## src/hdl/icc_pkg.sv

```systemverilog
package icc_pkg;

    // Completion queue geometry
    localparam int CQ_DEPTH = 8;
    localparam int CQ_PTR   = 3;
    localparam int CQ_PW    = CQ_PTR + 1;
    localparam logic [CQ_PW-1:0] CQ_ROOM1 = 4'h7;
    localparam logic [CQ_PW-1:0] CQ_ROOM2 = 4'h6;
    localparam logic [CQ_PW-1:0] CQ_PTR_RESET = 4'h0;

    // Datapath widths
    localparam int DATA_W = 32;
    localparam int PC_W   = 32;
    localparam int REG_W  = 5;

    // Execution units behind the dispatcher
    localparam int NUM_UNITS  = 3;
    localparam int UNIT_W     = 2;
    localparam int UNIT_SLOTS = 4;
    localparam int SLOTS      = 2;

    // Arbitrary default restart address after an exception
    localparam logic [PC_W-1:0] EXC_PC_DEFAULT = 32'h0000_0100;

    typedef enum logic [1:0] {
        ICC_UNIT_INT = 2'h0,
        ICC_UNIT_FP  = 2'h1,
        ICC_UNIT_VEC = 2'h2
    } icc_unit_t;

    typedef enum logic [1:0] {
        ICC_CLS_GPR = 2'h0,
        ICC_CLS_FPR = 2'h1,
        ICC_CLS_VR  = 2'h2
    } icc_cls_t;

    typedef enum logic {
        ICC_ST_RUN     = 1'h0,
        ICC_ST_RECOVER = 1'h1
    } icc_state_t;

endpackage

```

## src/hdl/icc_resv_station.sv

```systemverilog
`timescale 1ns/1ps
module icc_resv_station #(
    parameter int TAG_W = 3
) (
    // Clock and control
    input  wire logic             clock,
    input  wire logic             rst_n,
    input  wire logic             ce,
    input  wire logic             kill,
    // Dispatch side
    input  wire logic             inValid,
    input  wire logic [TAG_W-1:0] inTag,
    output logic                  ready,
    // Execution unit side
    input  wire logic             opReady,
    input  wire logic             unitBusy,
    output logic                  issueValid,
    output logic [TAG_W-1:0]      issueTag
);
    logic             held_reg;
    logic             issue_reg;
    logic [TAG_W-1:0] tag_reg;

    assign ready      = ~held_reg;
    assign issueValid = issue_reg;
    assign issueTag   = tag_reg;

    always_ff @(posedge clock) begin
        if (!rst_n) begin
            held_reg  <= 1'b0;
            issue_reg <= 1'b0;
        end else if (ce) begin
            issue_reg <= 1'b0;
            if (kill) begin
                held_reg <= 1'b0;
            end else if (held_reg && opReady && !unitBusy) begin
                issue_reg <= 1'b1;
                held_reg  <= 1'b0;
            end else if (inValid && !held_reg) begin
                held_reg <= 1'b1;
            end
        end
    end

    // Tag stays put after issue so the unit can read it with the pulse
    always_ff @(posedge clock) begin
        if (!rst_n) begin
            tag_reg <= '0;
        end else if (ce && inValid && !held_reg && !kill) begin
            tag_reg <= inTag;
        end
    end

endmodule

```

## src/hdl/icc_top.sv

```systemverilog
`timescale 1ns/1ps
// Operation
// - A predicted not-taken branch is dropped at dispatch, no unit, no queue slot.
// - The finishing cycle marks the instruction's completion queue slot as done.
// - Retire only finished entries with results held; retiring frees the slot.
// - Retire only when neither this nor any older entry can still except.
// - Misprediction purges wrong-path entries and results and, only in state ICC_ST_RUN, refetches the other path.
// - Correct prediction lets following speculative entries go on to retire.
// - Taken-predicted branch and its fall-through are replaced by target instructions.
// - Completion slot allocated in the same cycle the instruction goes to its unit's reservation station.
// - Each unit has a station that accepts work before its operands are ready.
// - Finished but unretired results live in rename buffers, not architectural state.
// - Results are written to the architectural registers when the entry retires.
// - Write-back registers are never cleared by a flush.
// - All older instructions write back before an exception is taken.
// - A unit busy for several cycles stalls younger work aimed at it.
// - At most two retire per cycle, from the two oldest queue positions.
// - Dispatch at most two per cycle, only from the two oldest queue slots.
// - An instruction waits when no queue slot is free or its unit is full.
// - An excepting head entry cancels younger work and, only in state ICC_ST_RUN, refetches the right stream.
module icc_top #(
    parameter logic [icc_pkg::PC_W-1:0] EXC_PC = icc_pkg::EXC_PC_DEFAULT
) (
    // Clock, reset, enable
    input  wire logic                                            clock,
    input  wire logic                                            rst_n,
    input  wire logic                                            ce,
    // Instruction queue, slot 0 is the oldest
    input  wire logic [icc_pkg::SLOTS-1:0]                       iqValid,
    input  wire logic [icc_pkg::SLOTS-1:0][icc_pkg::UNIT_W-1:0]  iqUnit,
    input  wire logic [icc_pkg::SLOTS-1:0][1:0]                  iqCls,
    input  wire logic [icc_pkg::SLOTS-1:0]                       iqHasDst,
    input  wire logic [icc_pkg::SLOTS-1:0][icc_pkg::REG_W-1:0]   iqDst,
    input  wire logic [icc_pkg::SLOTS-1:0]                       iqBranch,
    input  wire logic [icc_pkg::SLOTS-1:0]                       iqPredTaken,
    input  wire logic [icc_pkg::SLOTS-1:0][icc_pkg::PC_W-1:0]    iqTargetPc,
    input  wire logic [icc_pkg::SLOTS-1:0][icc_pkg::PC_W-1:0]    iqAltPc,
    output logic [icc_pkg::SLOTS-1:0]                            iqTake,
    // Fetch steering
    output logic                                                 fetchRedirect,
    output logic [icc_pkg::PC_W-1:0]                             fetchPc,
    // Execution units
    input  wire logic [icc_pkg::NUM_UNITS-1:0]                   unitBusy,
    input  wire logic [icc_pkg::NUM_UNITS-1:0]                   opReady,
    output logic [icc_pkg::NUM_UNITS-1:0]                        issueValid,
    output logic [icc_pkg::NUM_UNITS-1:0][icc_pkg::CQ_PTR-1:0]   issueTag,
    input  wire logic [icc_pkg::NUM_UNITS-1:0]                   finValid,
    input  wire logic [icc_pkg::NUM_UNITS-1:0][icc_pkg::CQ_PTR-1:0] finTag,
    input  wire logic [icc_pkg::NUM_UNITS-1:0][icc_pkg::DATA_W-1:0] finData,
    input  wire logic [icc_pkg::NUM_UNITS-1:0]                   finExc,
    // Branch unit resolution
    input  wire logic                                            brResolve,
    input  wire logic                                            brTaken,
    // Architectural write-back and exception
    output logic [icc_pkg::SLOTS-1:0]                            wbValid,
    output logic [icc_pkg::SLOTS-1:0][1:0]                       wbCls,
    output logic [icc_pkg::SLOTS-1:0][icc_pkg::REG_W-1:0]        wbIdx,
    output logic [icc_pkg::SLOTS-1:0][icc_pkg::DATA_W-1:0]       wbData,
    output logic                                                 excTaken
);
    import icc_pkg::*;

    // Completion queue storage
    logic              cqValid [CQ_DEPTH];
    logic              cqDone  [CQ_DEPTH];
    logic              cqExc   [CQ_DEPTH];
    logic              cqSpec  [CQ_DEPTH];
    logic              cqHasDst[CQ_DEPTH];
    logic [1:0]        cqCls   [CQ_DEPTH];
    logic [REG_W-1:0]  cqDst   [CQ_DEPTH];
    logic [DATA_W-1:0] renameData[CQ_DEPTH];

    logic [CQ_PW-1:0]  head_reg;
    logic [CQ_PW-1:0]  tail_reg;
    logic [CQ_PW-1:0]  brTail_reg;
    logic              brPending_reg;
    logic              brPred_reg;
    logic [PC_W-1:0]   brAlt_reg;
    icc_state_t        state_reg;
    logic [SLOTS-1:0]  iqTake_reg;
    logic              fetchRedirect_reg;
    logic [PC_W-1:0]   fetchPc_reg;
    logic              excTaken_reg;
    logic [SLOTS-1:0]  wbValid_reg;
    logic [SLOTS-1:0][1:0]        wbCls_reg;
    logic [SLOTS-1:0][REG_W-1:0]  wbIdx_reg;
    logic [SLOTS-1:0][DATA_W-1:0] wbData_reg;

    logic [CQ_PW-1:0]  used;
    logic [SLOTS-1:0][CQ_PTR-1:0] hIdx;
    logic [SLOTS-1:0]  retire;
    logic [CQ_PTR-1:0] tIdxA;
    logic [CQ_PTR-1:0] tIdxB;
    logic              mispredict;
    logic              flushAll;
    logic              purge;
    logic              canGo;
    logic              take0;
    logic              take1;
    logic              allocA;
    logic              allocB;
    logic              fold;
    logic              brNew;
    logic              brSlot1;
    logic              specB;
    logic [NUM_UNITS-1:0]  stReady;
    logic [UNIT_SLOTS-1:0] unitFree;
    logic [NUM_UNITS-1:0]  stIn;
    logic [NUM_UNITS-1:0]  stKill;
    logic [NUM_UNITS-1:0][CQ_PTR-1:0] stInTag;

    assign iqTake        = iqTake_reg;
    assign fetchRedirect = fetchRedirect_reg;
    assign fetchPc       = fetchPc_reg;
    assign excTaken      = excTaken_reg;
    assign wbValid       = wbValid_reg;
    assign wbCls         = wbCls_reg;
    assign wbIdx         = wbIdx_reg;
    assign wbData        = wbData_reg;

    assign used    = tail_reg - head_reg;
    assign hIdx[0] = head_reg[CQ_PTR-1:0];
    assign hIdx[1] = hIdx[0] + 1'b1;
    assign tIdxA   = tail_reg[CQ_PTR-1:0];
    assign tIdxB   = tIdxA + {{(CQ_PTR-1){1'b0}}, allocA};

    // Only the two oldest entries may leave, and the second only behind the first
    assign retire[0] = cqValid[hIdx[0]] && cqDone[hIdx[0]]
                       && !cqExc[hIdx[0]] && !cqSpec[hIdx[0]];
    assign retire[1] = retire[0] && cqValid[hIdx[1]] && cqDone[hIdx[1]]
                       && !cqExc[hIdx[1]] && !cqSpec[hIdx[1]];

    // Older entries have all retired by the time the faulting one is at the head
    assign flushAll   = cqValid[hIdx[0]] && cqDone[hIdx[0]]
                        && cqExc[hIdx[0]] && !cqSpec[hIdx[0]];
    assign mispredict = brResolve && brPending_reg && (brTaken != brPred_reg);
    assign purge      = mispredict && !flushAll;

    assign canGo    = (state_reg == ICC_ST_RUN) && (iqTake_reg == '0)
                      && !flushAll && !mispredict;
    assign unitFree = UNIT_SLOTS'(stReady);

    // Dispatch from the two oldest slots, one instruction per unit per cycle
    always_comb begin
        take0   = 1'b0;
        take1   = 1'b0;
        allocA  = 1'b0;
        allocB  = 1'b0;
        fold    = 1'b0;
        brNew   = 1'b0;
        brSlot1 = 1'b0;
        if (canGo && iqValid[0]) begin
            if (iqBranch[0]) begin
                if (!brPending_reg) begin
                    take0 = 1'b1;
                    brNew = 1'b1;
                    fold  = iqPredTaken[0];
                end
            end else if (used <= CQ_ROOM1 && unitFree[iqUnit[0]]) begin
                take0  = 1'b1;
                allocA = 1'b1;
            end
        end
        if (take0 && !fold && iqValid[1]) begin
            if (iqBranch[1]) begin
                if (!brPending_reg && !iqBranch[0]) begin
                    take1   = 1'b1;
                    brNew   = 1'b1;
                    brSlot1 = 1'b1;
                    fold    = iqPredTaken[1];
                end
            end else if (unitFree[iqUnit[1]] && !(allocA && iqUnit[1] == iqUnit[0])
                         && (allocA ? used <= CQ_ROOM2 : used <= CQ_ROOM1)) begin
                take1  = 1'b1;
                allocB = 1'b1;
            end
        end
    end

    assign specB = brPending_reg || (brNew && !brSlot1);

    // Reservation station per unit
    for (genvar u = 0; u < NUM_UNITS; u++) begin : g_unit
        assign stIn[u] = (allocA && iqUnit[0] == UNIT_W'(u))
                         || (allocB && iqUnit[1] == UNIT_W'(u));
        assign stInTag[u] = (allocA && iqUnit[0] == UNIT_W'(u)) ? tIdxA : tIdxB;
        assign stKill[u]  = flushAll || (purge && cqSpec[issueTag[u]]);

        icc_resv_station #(
            .TAG_W (CQ_PTR)
        ) u_station (
            .clock      (clock),
            .rst_n      (rst_n),
            .ce         (ce),
            .kill       (stKill[u]),
            .inValid    (stIn[u]),
            .inTag      (stInTag[u]),
            .ready      (stReady[u]),
            .opReady    (opReady[u]),
            .unitBusy   (unitBusy[u]),
            .issueValid (issueValid[u]),
            .issueTag   (issueTag[u])
        );
    end

    // Completion queue entries
    for (genvar e = 0; e < CQ_DEPTH; e++) begin : g_cq
        logic hitA;
        logic hitB;
        logic leave;
        assign hitA  = allocA && tIdxA == CQ_PTR'(e);
        assign hitB  = allocB && tIdxB == CQ_PTR'(e);
        assign leave = (retire[0] && hIdx[0] == CQ_PTR'(e))
                       || (retire[1] && hIdx[1] == CQ_PTR'(e));

        always_ff @(posedge clock) begin
            if (!rst_n) begin
                cqValid[e] <= 1'b0;
                cqDone[e]  <= 1'b0;
                cqExc[e]   <= 1'b0;
                cqSpec[e]  <= 1'b0;
            end else if (ce) begin
                if (flushAll || (purge && cqSpec[e])) begin
                    cqValid[e] <= 1'b0;
                end else if (hitA || hitB) begin
                    cqValid[e] <= 1'b1;
                    cqDone[e]  <= 1'b0;
                    cqExc[e]   <= 1'b0;
                    cqSpec[e]  <= hitA ? brPending_reg : specB;
                end else if (leave) begin
                    cqValid[e] <= 1'b0;
                end
                if (brResolve && brPending_reg && !mispredict) begin
                    cqSpec[e] <= 1'b0;
                end
                for (int u = 0; u < NUM_UNITS; u++) begin
                    if (finValid[u] && finTag[u] == CQ_PTR'(e) && cqValid[e] && !cqDone[e]) begin
                        cqDone[e] <= 1'b1;
                        cqExc[e]  <= finExc[u];
                    end
                end
            end
        end

        // Payload: destination and rename buffer, no reset needed
        always_ff @(posedge clock) begin
            if (ce) begin
                if (hitA || hitB) begin
                    cqHasDst[e] <= hitA ? iqHasDst[0] : iqHasDst[1];
                    cqCls[e]    <= hitA ? iqCls[0] : iqCls[1];
                    cqDst[e]    <= hitA ? iqDst[0] : iqDst[1];
                end
                for (int u = 0; u < NUM_UNITS; u++) begin
                    if (finValid[u] && finTag[u] == CQ_PTR'(e) && cqValid[e] && !cqDone[e]) begin
                        renameData[e] <= finData[u];
                    end
                end
            end
        end
    end

    // Head and tail pointers
    always_ff @(posedge clock) begin
        if (!rst_n) begin
            head_reg <= CQ_PTR_RESET;
            tail_reg <= CQ_PTR_RESET;
        end else if (ce) begin
            head_reg <= head_reg + CQ_PW'(retire[0]) + CQ_PW'(retire[1]);
            if (flushAll) begin
                tail_reg <= head_reg;
            end else if (purge) begin
                tail_reg <= brTail_reg;
            end else begin
                tail_reg <= tail_reg + CQ_PW'(allocA) + CQ_PW'(allocB);
            end
        end
    end

    // One outstanding predicted branch
    always_ff @(posedge clock) begin
        if (!rst_n) begin
            brPending_reg <= 1'b0;
            brPred_reg    <= 1'b0;
            brAlt_reg     <= '0;
            brTail_reg    <= CQ_PTR_RESET;
        end else if (ce) begin
            if (flushAll || (brResolve && brPending_reg)) begin
                brPending_reg <= 1'b0;
            end else if (brNew) begin
                brPending_reg <= 1'b1;
                brPred_reg    <= iqPredTaken[brSlot1];
                brAlt_reg     <= iqAltPc[brSlot1];
                brTail_reg    <= tail_reg + CQ_PW'(brSlot1 && allocA);
            end
        end
    end

    // Fetch redirect and recovery state
    always_ff @(posedge clock) begin
        if (!rst_n) begin
            fetchRedirect_reg <= 1'b0;
            fetchPc_reg       <= '0;
            state_reg         <= ICC_ST_RUN;
        end else if (ce) begin
            fetchRedirect_reg <= 1'b0;
            case (state_reg)
                ICC_ST_RUN: begin
                    if (flushAll) begin
                        fetchRedirect_reg <= 1'b1;
                        fetchPc_reg       <= EXC_PC;
                        state_reg         <= ICC_ST_RECOVER;
                    end else if (mispredict) begin
                        fetchRedirect_reg <= 1'b1;
                        fetchPc_reg       <= brAlt_reg;
                        state_reg         <= ICC_ST_RECOVER;
                    end else if (fold) begin
                        fetchRedirect_reg <= 1'b1;
                        fetchPc_reg       <= iqTargetPc[brSlot1];
                        state_reg         <= ICC_ST_RECOVER;
                    end
                end
                ICC_ST_RECOVER: begin
                    state_reg <= ICC_ST_RUN;
                end
                default: begin
                    state_reg <= ICC_ST_RUN;
                end
            endcase
        end
    end

    // Slot pops and exception pulse
    always_ff @(posedge clock) begin
        if (!rst_n) begin
            iqTake_reg   <= '0;
            excTaken_reg <= 1'b0;
        end else if (ce) begin
            iqTake_reg   <= {take1, take0};
            excTaken_reg <= flushAll;
        end
    end

    // Architectural write-back; flushes never touch these
    always_ff @(posedge clock) begin
        if (!rst_n) begin
            wbValid_reg <= '0;
            wbCls_reg   <= '0;
            wbIdx_reg   <= '0;
            wbData_reg  <= '0;
        end else if (ce) begin
            for (int i = 0; i < SLOTS; i++) begin
                wbValid_reg[i] <= retire[i] && cqHasDst[hIdx[i]];
                if (retire[i] && cqHasDst[hIdx[i]]) begin
                    wbCls_reg[i]  <= cqCls[hIdx[i]];
                    wbIdx_reg[i]  <= cqDst[hIdx[i]];
                    wbData_reg[i] <= renameData[hIdx[i]];
                end
            end
        end
    end

endmodule
```

## config.mk

```make
export PLATFORM = sky130hd
export DESIGN_NAME = icc_top
export DESIGN_NICKNAME = d
export VERILOG_FILES = /design/src/hdl/icc_pkg.sv /design/src/hdl/icc_resv_station.sv /design/src/hdl/icc_top.sv
export SDC_FILE = /design/constraint.sdc
export NUM_CORES = 1
export LEC_CHECK = 0
export ABC_CLOCK_PERIOD_IN_PS = 4850
export BUFFER_PORTS_ARGS = -buffer_cell sky130_fd_sc_hd__buf_4
export CAP_MARGIN = 20
export CORE_ASPECT_RATIO = 1.4
export CORE_MARGIN = 2
export CORE_UTILIZATION = 55
export CTS_BUF_LIST = sky130_fd_sc_hd__clkbuf_4
export CTS_CLUSTER_DIAMETER = 150
export DETAILED_ROUTE_END_ITERATION = 12
export PLACE_DENSITY = 0.86
export SLEW_MARGIN = 15
export SYNTH_ARGS = -nofsm -noshare
export SYNTH_HDL_FRONTEND = slang
export SYNTH_SLANG_ARGS = --single-unit
```

## constraint.sdc

```tcl
create_clock -name clock -period 4.85 [get_ports clock]
set_input_delay 0.485 -clock clock [delete_from_list [all_inputs] [get_ports clock]]
set_output_delay 0.485 -clock clock [all_outputs]
set_load 0.02 [all_outputs]
```

* After elaboration in Yosys (flattened, before gate mapping) *
Memory sizes are Yosys's and may differ from the RTL's. A register that Yosys moved wholly into a read port is not among the register bits.
Index checks and enable logic that the tools add are counted.

word-level totals
  output and inout port bits = 128
  memory bits (read-only) = 0
  register bits = 100
  bits of input ports = 276
  bits in latches = 0
  memories = 8
  RAM bits = 352

memory list
  name         words  width  rd ports  clocked after Yosys merged registers in  wr ports  RTL line       RTL
  renameData   8      32     2         2                                        8         icc_top.sv:71  logic [DATA_W-1:0] renameData[CQ_DEPTH];
  cqDst        8      5      2         2                                        2         icc_top.sv:70  logic [REG_W-1:0] cqDst [CQ_DEPTH];
  cqCls        8      2      2         2                                        2         icc_top.sv:69  logic [1:0] cqCls [CQ_DEPTH];
  cqDone       8      1      10        1                                        8         icc_top.sv:65  logic cqDone [CQ_DEPTH];
  cqExc        8      1      2         1                                        8         icc_top.sv:66  logic cqExc [CQ_DEPTH];
  cqHasDst     8      1      2         1                                        2         icc_top.sv:68  logic cqHasDst[CQ_DEPTH];
  +2 memories  n/a    n/a    n/a       n/a                                      n/a       n/a

cells by class
  add/subtract/negate cells = 8
  div/mod/pow operators = 0
  mux-type cells = 549
  multipliers = 0
  equality and inequality tests = 55
  order comparisons = 5
  shifts and indexed selects = 0
  reductions and logical operators = 274
  bitwise logic cells = 125

operators by type and width
  kind                                                                    count
  32-bit two-way mux                                                      23
  1-bit two-way mux                                                       456
  1-bit logical AND                                                       167
  1-bit bitwise OR                                                        120
  3-bit two-way mux                                                       37
  3-bit equality test (second input constant)                             28
  5-bit two-way mux                                                       14
  3-bit by 2-bit equality test with 1-bit output (second input constant)  14
  1-bit zero test                                                         34
  1-bit logical OR                                                        32
  5-bit OR reduction                                                      6
  2-bit two-way mux                                                       14
  3-bit by 1-bit equality test with 1-bit output (second input constant)  7
  3-bit zero test                                                         7
  4-bit by 1-bit adder with 4-bit output                                  5
  2-bit AND reduction                                                     6
  3-bit nonzero test                                                      4
  2-bit OR reduction                                                      6
  4-bit by 3-bit <= comparator with 1-bit output (second input constant)  2
  4-bit two-way mux                                                       2
  2-bit zero test                                                         3
  2-bit by 3-bit < comparator with 1-bit output (second input constant)   2
  3-bit AND reduction                                                     2
  1-bit OR reduction                                                      6
  other kinds (12)                                                        19

* Logic depth before layout (Yosys ltp) *
  depth after elaboration = 26
  depth in mapped cells = 18
  gate-level depth less buffers = 17

* Hierarchy *
From an unflattened synthesis, not the netlist that was laid out.

second synthesis, totals
  cell total of the unflattened synthesis = 2862
  area total of the unflattened synthesis = 31596.6 sq um

modules (own cells, without submodules)
  module            instances  cells each  area an instance (sq um)  seq. area each (sq um)
  icc_top           1          2790        30890.9                   13833.3
  icc_resv_station  3          24          235.2                     100.1

* Worst setup path after synthesis *
Ideal clock, no wire load.

  path kind = reg-to-reg
  start = register head_reg[2]
  end = memory cqExc[4]
  path slack = -0.254 ns
  setup time = 0.117 ns
  data arrival time = 4.986 ns
  path buffers = 3
  period minus slack after synthesis = 5.104 ns
  cell stages (with the launch flop) = 18
  cell sequence = dfxtp_1 -> clkbuf_1 -> buf_1 -> inv_1 -> ha_1 -> and3b_1 -> nor3_1 -> o211ai_1 -> nor3_2 -> ha_1 -> clkbuf_1 -> xnor2_1 -> nor2_1 -> o21ai_0 -> a2111o_1 -> a2111oi_4 -> nor2_1 -> a32o_1

RTL lines
  item                      RTL line        RTL
  start: declaration        icc_top.sv:73   logic [CQ_PW-1:0] head_reg;
  start signal: assignment  icc_top.sv:268  head_reg <= head_reg + CQ_PW'(retire[0]) + CQ_PW'(retire[1]);
  end: declaration          icc_top.sv:66

==> results_dict.tcl <==
set metrics [dict create \
    status "completed" \
    grt_pass1_vias 30000 \
    p_leak_uw 0.0151 \
    comb_power_share_pct 11.8 \
    fin_total_pwr_uw 10500 \
    wl_per_cell_um 27.5 \
    whs_ns 0.0334 \
    async_flop_share_pct 0 \
    setup_viol 0 \
    pwr-share-seq_pct 47.9 \
    final_cell_mix "465 x buf_4, 410 x nand2_1, 348 x edfxtp_1" \
    start_kind "flop" \
    skew_ns 0.0694 \
    gr-total-overflow 0 \
    synth-seq-cells 541 \
    finalHoldViolations 0 \
    max_cap_viol_count 0 \
    dp_hpwl_um 67800 \
    cts_hold_buffers 236 \
    synthesis.nets 3291 \
    timing.final.crit_share_pct 90.5 \
    synth_area_per_cell_um2 10.5 \
    antenna_found_initial 24 \
    core_area_um2 57100 \
    largest_register_ffs 256 \
    grt_max_degree 171 \
    cts.sinks 541 \
    initial_utilization_pct 55.3 \
    ctsResizeCount 0 \
    internal-power_uw 7740 \
    dieArea_um2 59400 \
    clk_pin_slew_ns 0.07 \
    h-tree-depth 4 \
    rsz0062_at_grt "false" \
    first_iter_violations 3907 \
    clock_latency_ns 0.94 \
    worstPathRequired_ns 5.37 \
    power.density_nw_per_um2 268 \
    synth_enable_flop_cells 348 \
    yosysWarnings 0 \
    clockPowerShare_pct 40.2 \
    area_delta_synth_final_pct 24.0 \
    worst_setup_path_end_kind "flop" \
    grt_first_pass_wirelength_um 176000 \
    vias_per_cell 6.79 \
    clockRootBuffer "clkbuf_4" \
    dr.pass1.iters 8 \
    die_w_um 207 \
    post_cts_buffers 0 \
    swShare_pct 26.2 \
    fin_util_pct 68.6 \
    pin_count 404 \
    ant_nets 0 \
    setup-tns-final_ns 0 \
    synth.yosys.seq_area_share_pct 45.3 \
    cts_buffers 136 \
    relSlewSlack_pct 19.4 \
    std_cell_rows 104 \
    drc 0 \
    final_common_cell "buf_4" \
    drive_gt1_share_pct 27.8 \
    wl_um 120000 \
    reg2reg_depth 13 \
    cts_tree "yes" \
    ys_types 84 \
    synthFlopType "edfxtp_1" \
    die_h_um 288 \
    clk_path_buf_depth 3 \
    ir_drop_mv 0.194 \
    cp_max_fo 10 \
    min_period_ns 4.39 \
    clock.fmax_mhz 228 \
    holdPathStages 3 \
    drv_slew 0 \
    final_nets 3795 \
    worstPathArrival_ns 4.91 \
    hold_class "in2reg" \
    synthesis.area_um2 31600 \
    worst_pin_slew_ns 1.21 \
    syn_inst 2997 \
    gp_congestion 1.02 \
    critical_path_class "reg2reg" \
    port_buffers 403 \
    grt_usage_pct 40.0 \
    netSwitchingPower_uw 2750 \
    num_vias 29700 \
]
-- worst max-delay path, cell delays in order, from the launching register on --
cell and delay, ns:
dfxtp_1 0.57, mux4_2 0.56, mux2i_1 0.23, nand2b_1 0.20, o21ai_2 0.08, nor3_2 0.28, ha_1 0.38, xnor2_1 0.14
nor2_1 0.22, nand4b_1 0.14, a211o_1 0.33, a21oi_1 0.20, nand2_1 0.19, inv_1 0.45
-- cell families after synthesis --
kind of cell	share of synthesized area (%)
buffers and inverters	4.64
xor gates and xnor gates	0.471
DFF	45.3
muxes	24.2
adders and majority gates	0.760
AOI/OAI and AO/OA	12.8
and+or+nand+nor	11.8
-- per-stage QoR --
stage	setup WS, ns	cell area [um2]	cells
2_1_floorplan	0.0480	31600	2997
3_3_place_gp	0.759	34900	3868
3_5_place_dp	0.657	34900	3868
4_1_cts	0.633	39100	4356
5_1_grt	0.0327	39200	4368
6_report	0.461	39200	4376
-- final cells by class --
type | instances | area, um2
clock buffers | 201 | 1510
well taps | 742 | 928
multi-input cells | 2083 | 15900
flip-flops and latches | 541 | 14300
fillers | 3890 | 17900
inverters | 31 | 119
repair buffers | 708 | 5990
clock inverters | 51 | 349
diodes | 19 | 47.5
-- synth_stat cells (11+ instances only) --
library cell	count	area [um2]
ha_1	16	200
a21oi_1	163	816
mux2i_1	305	3050
nand2b_1	15	93.8
clkbuf_1	245	920
nor3_1	28	140
nand2_1	411	1540
nor2_1	325	1220
a31o_2	33	289
nand3_1	26	130
mux4_2	170	3830
o21ai_0	187	936
a31oi_1	34	213
edfxtp_1	348	10500
nand3b_1	13	97.6
inv_1	28	105
a311oi_1	80	701
a2111oi_0	34	298
mux2_2	67	754
buf_1	51	191
dfxtp_1	193	3860
buf_2	11	55.1
o211ai_1	13	97.6
clkbuf_2	32	160
-- power by group through the flow --
stage	logic (uW)	clock network, uW	registers, uW
2_1_floorplan	589	0	5130
3_3_place_gp	991	0	5120
3_5_place_dp	1010	0	5120
4_1_cts	1180	4230	5020
5_1_grt	1310	4450	5030
6_report	1240	4220	5030
-- metal layers --
metal	vias up	GRT usage, %	share of wire [%]	wire (um)
met1	13900	42.5	30	36400
li1	12300	-	-	-
met5	-	0	0.060	72
met4	10	32.9	8.8	10600
met3	802	14.5	14	17300
met2	2723	63.5	46	55900
-- path summary, 6_finish.rpt --
path	startpoint	end	slack, ns
setup / recovery	flop	cqCls[5][0]	0.46
hold / removal	finData[26]	renameData[7][26]	0.03
setup reg to reg	flop	cqCls[5][0]	0.46
hold reg to reg	fetchPc[23]	fetchPc[23]	0.49
Note: power is estimated with default switching activity, not from simulation.
